===== config.mk =====
export PLATFORM = sky130hd
export DESIGN_NAME = quadrature_decoder_counter
export DESIGN_NICKNAME = d
export VERILOG_FILES = /design/src/hdl/quad_counter_pkg.sv /design/src/hdl/quadrature_decoder_counter.sv
export SDC_FILE = /design/constraint.sdc
export NUM_CORES = 1
export LEC_CHECK = 0
export ABC_AREA = 1
export BUFFER_PORTS_ARGS = -buffer_cell sky130_fd_sc_hd__buf_2
export CORE_ASPECT_RATIO = 0.75
export CORE_MARGIN = 2
export CORE_UTILIZATION = 48
export CTS_CLUSTER_SIZE = 24
export DETAILED_ROUTE_END_ITERATION = 12
export GPL_TIMING_DRIVEN = 0
export PLACE_DENSITY = 0.74
export SYNTH_ARGS = -nofsm -noshare
export SYNTH_HDL_FRONTEND = slang
export SYNTH_HIERARCHICAL = 1
export SYNTH_SLANG_ARGS = --single-unit
export TNS_END_PERCENT = 100

===== constraint.sdc =====
create_clock -name clk -period 2 [get_ports clk]
set_clock_uncertainty 0.05 [all_clocks]
set_input_delay 0.4 -clock clk [delete_from_list [all_inputs] [get_ports clk]]
set_output_delay 0.4 -clock clk [all_outputs]
set_load 0.01 [all_outputs]

===== src/hdl/quad_counter_pkg.sv =====
// Shared constants for the quadrature decoder and position counter.
// Assumes one system clock; every figure below but COUNT_W_BASIC, CLK_PERIOD_NS and MAX_CLK_MHZ is referenced by name.
package quad_counter_pkg;
	localparam int          BYTE_W        = 8;
	localparam int          POS_W         = 16;
	localparam int          COUNT_W_FULL  = 16;
	localparam int          COUNT_W_BASIC = 12;
	localparam int          FILTER_LEN    = 3;
	localparam logic        SEL_HIGH_BYTE = 1'b0;
	localparam logic        DIR_UP        = 1'b1;
	localparam int          CLK_PERIOD_NS = 10;
	localparam int          MAX_CLK_MHZ   = 14;
	localparam logic [15:0] POS_RESET     = 16'h0000;

	typedef enum logic {
		LATCH_TRACK = 1'b0,
		LATCH_HOLD  = 1'b1
	} latch_state_t;
endpackage


===== src/hdl/quadrature_decoder_counter.sv =====
// Quadrature decoder, up/down position counter, position latch and byte port.
// Assumes encoder and host inputs are synchronous to clk; the pad logic
// resolves the data port from port_data and port_data_oe.
//
// Overview of operation
// - Position counter is 12 or 16 bits.
// - Both channels pass a digital noise filter.
// - Latched position leaves through 8-bit tri-state port.
// - All logic runs from one clock.
// - Reset clears counter, latch and inhibit logic.
// - Port driven while output enable low, registered one clock late on both edges.
// - Inhibit logic samples enable and select each clock.
// - Byte select routes one latch byte out.
// - One count pulse per valid decoder transition.
// - Direction valid before each count or carry pulse.
// - Carry pulse on counter overflow or underflow.
// - Host reads one or two bytes per mode.
`timescale 1ns/1ps
`default_nettype none

// One channel of the input filter: the output only moves after the raw
// input has held the new level for FILTER_LEN samples in a row.
module glitch_filter #(
	parameter int LEN = 3
) (
	input  wire logic clk,
	input  wire logic nrst,
	input  wire logic raw,
	output var  logic clean
);
	logic [LEN-1:0] hist_q;
	logic           hist_d;
	wire            all_high = &hist_q;
	wire            all_low  = ~|hist_q;

	assign hist_d = all_high ? 1'b1 : (all_low ? 1'b0 : clean);

	always_ff @(posedge clk) begin
		if (!nrst) begin
			hist_q <= '0;
			clean  <= 1'b0;
		end else begin
			hist_q <= {hist_q[LEN-2:0], raw};
			clean  <= hist_d;
		end
	end
endmodule // glitch_filter

module quadrature_decoder_counter
	import quad_counter_pkg::*;
#(
	parameter int COUNT_W    = COUNT_W_FULL,
	parameter int FILTER_CNT = FILTER_LEN
) (
	input  wire logic              clk,
	input  wire logic              nrst,
	input  wire logic              encoder_phase_a,
	input  wire logic              encoder_phase_b,
	input  wire logic              oe_n,
	input  wire logic              byte_sel,
	output var  logic [BYTE_W-1:0] port_data,
	output var  logic              port_data_oe,
	output var  logic              decoder_count_pulse,
	output var  logic              count_direction,
	output var  logic              wrap_carry_pulse
);
	// The clock here is far faster than the documented maximum, so the
	// filter depth in cycles is a parameter rather than a fixed time.
	localparam logic [COUNT_W-1:0] COUNT_MAX  = {COUNT_W{1'b1}};
	localparam logic [COUNT_W-1:0] COUNT_ZERO = '0;

	logic               filt_a;
	logic               filt_b;
	logic               prev_a_q;
	logic               prev_b_q;
	logic [COUNT_W-1:0] count_q;
	logic [COUNT_W-1:0] count_d;
	logic [POS_W-1:0]   latch_q;
	logic [POS_W-1:0]   latch_d;
	latch_state_t       state_q;
	latch_state_t       state_d;
	logic               dir_q;
	logic               step_pend_q;
	logic               wrap_pend_q;

	glitch_filter #(.LEN(FILTER_CNT)) u_filt_a (
		.clk   (clk),
		.nrst  (nrst),
		.raw   (encoder_phase_a),
		.clean (filt_a)
	);

	glitch_filter #(.LEN(FILTER_CNT)) u_filt_b (
		.clk   (clk),
		.nrst  (nrst),
		.raw   (encoder_phase_b),
		.clean (filt_b)
	);

	// Exactly one channel moved: a legal quadrature step. Both moving at
	// once is an illegal jump and is dropped rather than guessed at.
	wire chg_a      = filt_a ^ prev_a_q;
	wire chg_b      = filt_b ^ prev_b_q;
	wire step_valid = chg_a ^ chg_b;
	wire step_up    = filt_a ^ prev_b_q;
	wire at_wrap    = step_up ? (count_q == COUNT_MAX) : (count_q == COUNT_ZERO);

	assign count_d = step_valid ? (step_up ? count_q + 1'b1 : count_q - 1'b1)
	                            : count_q;

	// A read abandoned with the high byte selected leaves the latch frozen;
	// the host must end on the low byte before it sees fresh positions.
	// Inhibit: a read freezes the latch from the first cycle output enable
	// is seen low, and the latch tracks again once enable is high with the
	// low byte selected, which is where a two-byte read ends.
	wire read_active = !oe_n;
	wire read_done   = oe_n && (byte_sel != SEL_HIGH_BYTE);

	always_comb begin
		state_d = state_q;
		case (state_q)
			LATCH_TRACK: if (read_active) state_d = LATCH_HOLD;
			LATCH_HOLD:  if (read_done)   state_d = LATCH_TRACK;
			default:     state_d = LATCH_TRACK;
		endcase
	end

	// Zero extension keeps the high byte meaningful in the narrow variant.
	wire [POS_W-1:0] count_ext = POS_W'(count_q);
	assign latch_d = (state_d == LATCH_TRACK && state_q == LATCH_TRACK) ? count_ext
	                                                                    : latch_q;

	wire [BYTE_W-1:0] byte_out = (byte_sel == SEL_HIGH_BYTE) ? latch_q[POS_W-1:BYTE_W]
	                                                         : latch_q[BYTE_W-1:0];

	always_ff @(posedge clk) begin
		if (!nrst) begin
			prev_a_q <= 1'b0;
			prev_b_q <= 1'b0;
			count_q  <= COUNT_ZERO;
			state_q  <= LATCH_TRACK;
			latch_q  <= POS_RESET;
		end else begin
			prev_a_q <= filt_a;
			prev_b_q <= filt_b;
			count_q  <= count_d;
			state_q  <= state_d;
			latch_q  <= latch_d;
		end
	end

	// Direction leaves on the edge that takes the step and the pulses rise
	// one edge later, so direction is settled before each pulse's rise.
	always_ff @(posedge clk) begin
		if (!nrst) begin
			dir_q               <= DIR_UP;
			step_pend_q         <= 1'b0;
			wrap_pend_q         <= 1'b0;
			decoder_count_pulse <= 1'b0;
			wrap_carry_pulse    <= 1'b0;
		end else begin
			if (step_valid) begin
				dir_q <= step_up;
			end
			step_pend_q         <= step_valid;
			wrap_pend_q         <= step_valid && at_wrap;
			decoder_count_pulse <= step_pend_q;
			wrap_carry_pulse    <= wrap_pend_q;
		end
	end

	always_ff @(posedge clk) begin
		if (!nrst) begin
			count_direction <= DIR_UP;
			port_data       <= '0;
			port_data_oe    <= 1'b0;
		end else begin
			count_direction <= step_valid ? step_up : dir_q;
			port_data       <= byte_out;
			port_data_oe    <= read_active;
		end
	end
endmodule // quadrature_decoder_counter

`default_nettype wire


# == Word level (Yosys, flattened, before mapping) ==
# Cells that the tools add are included.
# totals
word_cells,46
register_bits,57
out_inout_bits,12
memories,0
romBits,0
input_bits,6
ram_bits,0
latch_bits,0
# classes
mul,0
eq_ne,3
n_reduce_logical,9
muxes,10
n_div,0
bitwise,6
n_lt_le_gt_ge,0
addsub,2
shift,0
# op_table
cell,count
adder 16 x 1 -> 16 bit (second input constant),1
equality test 16 bit (second input constant),1
zero test 16 bit,1
two-way mux 16 bit,1
subtractor 16 x 1 -> 16 bit (second input constant),1
two-way mux 8 bit,1
two-way mux 1 bit,7
AND reduction 3 bit,2
OR reduction 3 bit,2
!= test 2 x 1 -> 1 bit (second input constant),2
bitwise XOR 1 bit,4
logical AND 1 bit,3
inverter 1 bit,2
case mux 1 bit (2 select lines),1
zero test 1 bit,1

# == Logic depth before layout (Yosys ltp) ==
# Gate-level depths: netlist of run 1.
# logic_depth
ltp_word,5
depth_mapped,18
ltp_nobuf,17

# == Cells and area by module ==
# Netlist of run 1, hierarchy kept.
# by_module_without_submodules
mod,cells_per_inst,instances,seq_area_each_um2,area_per_inst_um2
quadrature_decoder_counter,417,1,980.9,2672.6
glitch_filter,19,2,80.1,137.6

# == Worst setup path after synthesis of run 1 ==
# No wires, ideal clock.
# synth_timing
path_kind,register to register
startpoint,register u_filt_a.clean
endpoint,register count_q[10] (netlist: count_ext[10])
synth_period_minus_slack_ps,1835
path_slack_ps,165
setup_time_ps,109
required_ps,1841
arrival_ps,1676
stages_incl_launch_ff,18
n_path_buf,1
path_cell_list,dfxtp_1 nand2_2 nand2_4 buf_2 nand2_1 nand2_1 inv_1 ha_1 inv_1 nand2_1 nand3_1 nand2_1 nand2_1 nand2_1 nand2_1 nand3_1 nand2_1 inv_1
# synth_via
elab_chain_cells,2
# synth_rtl
element,line_no,text
from (decl),quadrature_decoder_counter.sv:29,output var logic clean
from (signal assigned),quadrature_decoder_counter.sv:44,clean <= hist_d;
bitwise XOR 1 bit (on tied branches),"quadrature_decoder_counter.sv:105, quadrature_decoder_counter.sv:102",
two-way mux 16 bit / bitwise XOR 1 bit (equally long branches),"quadrature_decoder_counter.sv:108, quadrature_decoder_counter.sv:104",
to (signal assigned),quadrature_decoder_counter.sv:146,count_q <= count_d;
to (decl),quadrature_decoder_counter.sv:76,logic [COUNT_W-1:0] count_q;
# Parallel ways exist; a longest one is shown, timed or not.
# A chain may end at the register's enable or synchronous reset.

# == Worst setup path after layout of run 1 ==
# layout_timing
startpoint,register prev_b_q
endpoint,register count_q[12] (netlist: count_ext[12])
# layout_via
elab_chain_cells,2
# layout_rtl
element,line_no,text
from (decl),quadrature_decoder_counter.sv:75,logic prev_b_q;
from (signal assigned),quadrature_decoder_counter.sv:145,prev_b_q <= filt_b;
bitwise XOR 1 bit (on tied branches),"quadrature_decoder_counter.sv:105, quadrature_decoder_counter.sv:103",
two-way mux 16 bit / bitwise XOR 1 bit (equally long branches),"quadrature_decoder_counter.sv:108, quadrature_decoder_counter.sv:104",
# Parallel ways exist; a longest one is shown, timed or not.

==> results of run 1 <==
[path summary, 6_finish.rpt]
check	startpoint	endpoint	slack, ns	depth (start not counted)
hold / removal	encoder_phase_b	u_filt_b/hist_q[0]	0.18	3
hold reg to reg	step_pend_q	decoder_count_pulse	0.37	2
setup reg to reg	prev_b_q	count_ext[12]	0.07	15
setup / recovery	prev_b_q	count_ext[12]	0.07	15
[cells by family (layout without fill, tap and decap cells)]
family	count (synthesis)	count (layout)	synth area share, %
xor gates and xnor gates	8	8	2.377
adders and majority gates	1	1	0.4244
and+or+nand+nor	227	227	32.43
AOI/OAI and AO/OA	73	73	13.96
DFF	57	57	38.71
buffers and inverters	89	133	12.10
[per-layer routing]
metal / global-route usage [%] / routed length [microns] / vias to the layer above
met5: 0 / 0 / -
met4: 8.696 / 135 / 0
met2: 36.51 / 3568 / 163
li1: - / - / 1520
met1: 36.74 / 3842 / 1459
met3: 8.412 / 857 / 22
[power by group]
part           total [mW]  switching (mW)  internal, mW
Sequential           1.19          0.0170          1.17
Combinational       0.142          0.0953        0.0470
Clock               0.942           0.498         0.445
[state kept, by name (all words and copies together), names as in the netlist]
name,cells
count_ext,16
latch_q,16
port_data,8
u_filt_a/hist_q,3
u_filt_b/hist_q,3
count_direction,1
decoder_count_pulse,1
port_data_oe,1
prev_a_q,1
prev_b_q,1
state_q,1
step_pend_q,1
u_filt_a/clean,1
u_filt_b/clean,1
wrap_carry_pulse,1
wrap_pend_q,1
[critical path, delay by kind of cell (launching register included)]
kind	cells	cell delay, ns
flip-flops	1	0.40
AND/OR/NAND/NOR	10	0.80
buffers and inverters	4	0.39
AO/OA/AOI/OAI	1	0.19
[layout make-up]
type / count / area (sq um)
Clock buffer: 9 / 123.9
Multi-Input combinational cell: 309 / 1580
Clock inverter: 7 / 47.55
Timing Repair Buffer: 28 / 170.2
Tap cell: 78 / 97.59
Buffer: 15 / 97.59
Fill cell: 568 / 2337
Sequential cell: 57 / 1149
Inverter: 74 / 282.8
[repair_timing]
item / 4_1_cts / 5_1_grt
setup buffers: 2 / 10
pin swaps: 1 / 8
endpoints found under the hold margin: 0 / 0
endpoints found under the setup margin: 6 / 16
gates resized for setup: 11 / 38
[synth_stat cells, types with 3 or more instances]
cell type | number | area [sq um]
nand2_1 | 123 | 461.7
inv_1 | 70 | 262.8
dfxtp_1 | 57 | 1141
nor2_1 | 46 | 172.7
o21ai_0 | 38 | 190.2
nand3_1 | 36 | 180.2
a21oi_1 | 20 | 100.1
clkbuf_1 | 9 | 33.78
nand2_2 | 8 | 50.05
nand4_1 | 6 | 37.54
a41oi_1 | 5 | 43.79
xor2_1 | 5 | 43.79
inv_2 | 4 | 15.01
nor4_1 | 4 | 25.02
xnor2_1 | 3 | 26.28
[per-stage QoR]
step / setup WS [ns] / setup TNS [ns] / power [mW]
after floorplan: 0.1650 / 0 / 1.302
after global placement: -0.1836 / -0.7505 / 1.347
after detailed placement: -0.2148 / -0.9041 / 1.351
after CTS: 0.006502 / 0 / 2.285
after global routing: -0.03147 / -0.07703 / 2.371
final: 0.06709 / 0 / 2.273
==> flow_metrics.py, run 1 <==
metrics = {
    "global_routing": {
        "grt_first_pass_wirelength_microns": 13320,
        "grt.total_usage_pct": 25.69,
        "grt_pass1_vias": 2810,
        "grt_start_max_net_pins": 12,
        "antenna_found_initial": 0,
        "global_route.overflow_total": 0,
    },
    "sta": {
        "max_freq_mhz": 517.4,
        "finalCritPeriodShare_pct": 96.65,
        "finalCriticalPeriod_ns": 1.933,
        "tightestPinTransition_ns": 0.5983,
        "whs_ns": 0.1845,
        "final_hold_viol_count": 0,
        "relSlewSlack_pct": 60.11,
        "slew_violations": 0,
        "setup-violations-final": 0,
    },
    "floorplanning": {
        "die_x_microns": 94.49,
        "core_area_sq_mm": 0.005886,
        "die_h_microns": 71.87,
        "initial_core_util_pct": 50.09,
        "dieArea_sq_mm": 0.006791,
        "ios": 18,
        "rows": 24,
    },
    "layout": {
        "layout-drive-gt1-share_pct": 18.44,
        "final_cell_mix": "nand2_1, inv_1, dfxtp_1",
        "diodes": 0,
        "nets": 501,
        "fin_area_sq_mm": 0.003548,
        "final_common_cell": "nand2_1",
        "fin_util_pct": 60.29,
        "area_delta_synth_final_pct": 20.37,
        "fin_cells": 577,
    },
    "outcome": {
        "outcome": "complete, no violations",
    },
    "synth": {
        "ys_warn_count": 6,
        "syn_area_per_cell_sq_um": 6.479,
        "synth.distinct_cells": 30,
        "synth_fp_nets": 462,
        "synthArstFlopShare_pct": 0,
        "syn_area_sq_mm": 0.002948,
        "synth_edf_count": 0,
        "ys_ff_latch": 57,
        "synth_top_flop_cell": "dfxtp_1",
        "syn_inst": 455,
        "ys_seq_area_share_pct": 38.71,
    },
    "route": {
        "post_drt_wl_per_cell_microns": 14.56,
        "drtIter0Drc": 326,
        "via_per_inst": 5.484,
        "first_pass_iters": 5,
        "routed_wirelength_microns": 8404,
        "post-route-drc-count": 0,
        "final_antenna_net_count": 0,
        "num_vias": 3164,
    },
    "power_and_ir_drop": {
        "ir_drop_v": 0.0004793,
        "p_per_area_mw_per_mm2": 640.7,
        "total_leakage_power_nw": 1.926,
    },
    "critical_path": {
        "path_common_cell": "nand2_1",
        "crit_path_cell_trace": "inv_4, nand2_4, nand2_4, buf_4, buf_6, nand2_1, nand2_2, nand2_2, nor2_4, a21boi_2, nand2_1, nand2_1, nand3_1, nand2_1, inv_1",
        "start_kind": "register",
        "worstSetupPathType": "reg2reg",
        "crit_arrival_ns": 2.14,
        "critPathMaxStageDelay_ns": 0.40,
        "crit_path_max_fanout": 10,
        "required_ns": 2.20,
        "worst_path_max_delay_cell": "dfxtp_4",
        "endpoint_kind": "register",
    },
    "clocking": {
        "htree_levels": 3,
        "clockRootBuffer": "clkbuf_8",
        "numCtsBuffers": 9,
        "clock_latency_ns": 0.35,
        "clock-sinks": 57,
        "cts-hold-fix-buffers": 0,
        "clockBufferDepth": 2,
        "cts.clk_slew.worst_paths_ns": 0.07,
        "cts_tree": "built",
    },
    "flow_run": {
        "cap_violations": 0,
    },
    "place": {
        "numPortBuffers": 16,
        "dp_cells": 549,
        "place_congestion": 0.9776,
        "dpl_cell_area_sq_mm": 0.003126,
        "dp_hpwl_microns": 5695,
    },
    "min_path": {
        "hold_class": "in2reg",
    },
}
No activity file was read; power rests on OpenSTA's default activity.
==> run 2, diff against run 1 <==
- CORE_UTILIZATION: 48 -> 35
- PLACE_DENSITY: 0.74 -> 0.6
==> run 2 against run 1 <==
  * Worst hold slack worse by 0.011 ns
  * Sequential power barely moved
  * Clock power up 5.4%
  * Die area up 35%
  * Largest cell class unchanged
  * Cell area fell by 0.85%
  * Power is 2.1% higher
  * Core utilization decreased by 16 points
  * First-iteration DRC count is 18% lower
  * Via count is 4.9% lower
  * Critical path type unchanged
  * Critical endpoint is now count_ext[14]
==> flow_metrics.py, run 2 (synthesized netlist as in run 1, its figures left out) <==
metrics = {
    "outcome": {
        "outcome": "complete, no violations",
    },
    "sta": {
        "slew_violations": 0,
        "finalCritPeriodShare_pct": 94.33,
        "tightestPinTransition_ns": 0.5609,
        "whs_ns": 0.1737,
        "rsz0062_at_grt": "false",
        "final_hold_viol_count": 0,
        "setup-violations-final": 0,
        "finalCriticalPeriod_ns": 1.887,
        "max_freq_mhz": 530.1,
        "relSlewSlack_pct": 62.61,
    },
    "global_routing": {
        "global_route.overflow_total": 0,
        "grt_first_pass_wirelength_microns": 13460,
        "grt_start_max_net_pins": 15,
        "grt_pass1_vias": 2705,
        "grt.total_usage_pct": 18.97,
        "antenna_found_initial": 0,
    },
    "critical_path": {
        "crit_path_cell_trace": "inv_4, nand2_4, nand2_4, buf_4, clkbuf_16, nand2_1, nand2_1, nor2_1, nand2_1, nor2_2, nand2_2, nand3_1, nand3_1, nand2_1, inv_1",
        "crit_buf_inv": 4,
        "worst_path_max_delay_cell": "dfxtp_4",
        "crit_path_max_fanout": 5,
        "worstSetupPathType": "reg2reg",
        "path_common_cell": "nand2_1",
        "required_ns": 2.20,
        "endpoint_kind": "register",
        "critPathMaxStageDelay_ns": 0.39,
        "crit_arrival_ns": 2.09,
        "start_kind": "register",
        "crit_family": "simple AND/OR/NAND/NOR gates",
    },
    "floorplanning": {
        "core_area_sq_mm": 0.008023,
        "die_h_microns": 83.48,
        "die_x_microns": 110.0,
        "rows": 28,
        "ios": 18,
        "dieArea_sq_mm": 0.009180,
        "initial_core_util_pct": 36.74,
    },
    "layout": {
        "fin_area_sq_mm": 0.003518,
        "diodes": 0,
        "nets": 495,
        "layout-drive-gt1-share_pct": 16.63,
        "area_delta_synth_final_pct": 19.35,
        "final_cell_mix": "nand2_1, inv_1, dfxtp_1",
        "final_common_cell": "nand2_1",
    },
    "power_and_ir_drop": {
        "p_per_area_mw_per_mm2": 659.6,
        "design_power_total_mw": 2.321,
        "ir_drop_v": 0.0003068,
        "total_leakage_power_nw": 1.875,
    },
    "route": {
        "via_per_inst": 5.032,
        "num_vias": 3009,
        "drtIter0Drc": 267,
        "post_drt_wl_per_cell_microns": 13.97,
        "final_antenna_net_count": 0,
        "post-route-drc-count": 0,
        "routed_wirelength_microns": 8352,
        "first_pass_iters": 5,
    },
    "clocking": {
        "htree_levels": 3,
        "clockRootBuffer": "clkbuf_8",
        "clock-sinks": 57,
        "clock_latency_ns": 0.35,
        "clockBufferDepth": 2,
        "cts.clk_slew.worst_paths_ns": 0.07,
        "cts_tree": "built",
        "numCtsBuffers": 9,
    },
    "min_path": {
        "hold_class": "in2reg",
    },
    "place": {
        "place_congestion": 0.9262,
        "dpl_cell_area_sq_mm": 0.003159,
        "numPortBuffers": 16,
        "dp_hpwl_microns": 5786,
    },
    "flow_run": {
        "cap_violations": 0,
    },
}
run 2: worst paths after layout:
kind | from | to | slack, ns | cells past startpoint
max | prev_b_q | count_ext[14] | 0.11 | 15
min | encoder_phase_b | u_filt_b/hist_q[0] | 0.17 | 3
max reg2reg | prev_b_q | count_ext[14] | 0.11 | 15
min reg2reg | step_pend_q | decoder_count_pulse | 0.36 | 2
run 2: final cells by class:
class | instances | area, sq um
tap | 105 | 131.4
clock inverter | 6 | 43.79
inverter | 74 | 282.8
sequential | 57 | 1149
buffer | 14 | 81.33
fill | 847 | 4504
multi-input combinational | 309 | 1543
timing repair buffer | 23 | 150.1
clock buffer | 10 | 137.6
run 2: repair_timing:
item	CTS	global route
buffers inserted	1	5
cloned	0	1
hold buffers	0	0
gates resized for setup	10	27
pin swaps	1	9
setup endpoints to repair	6	10
endpoints found under the hold margin	0	0
run 2: worst register-to-register path, delay by kind of cell (launching register included):
family	cells	cell delay (ns)
and+or+nand+nor	11	0.93
buffers and inverters	4	0.43
DFF	1	0.39
run 2: power by group:
group	switching, mW	internal, mW
Clock	0.510	0.484
Combinational	0.0925	0.0463
Sequential	0.0171	1.17
Total	0.619	1.70
run 2: layer usage:
layer  routed length [microns]  GRT usage, %
met5                         0             0
met4                       113         5.754
met3                       599         5.308
met2                      3382         25.60
met1                      4256         28.69
run 2: per-stage QoR:
stage / TNS, ns / worst slack (ns) / cells / utilization, %
after floorplan: 0 / 0.1650 / 455 / -
after global placement: -0.7275 / -0.1809 / 576 / 39.38
after detailed placement: -1.008 / -0.2341 / 576 / 39.38
after CTS: 0 / 0.007519 / 592 / 41.95
after global routing: 0 / 0.001883 / 598 / 43.86
final: 0 / 0.1135 / 598 / 43.86
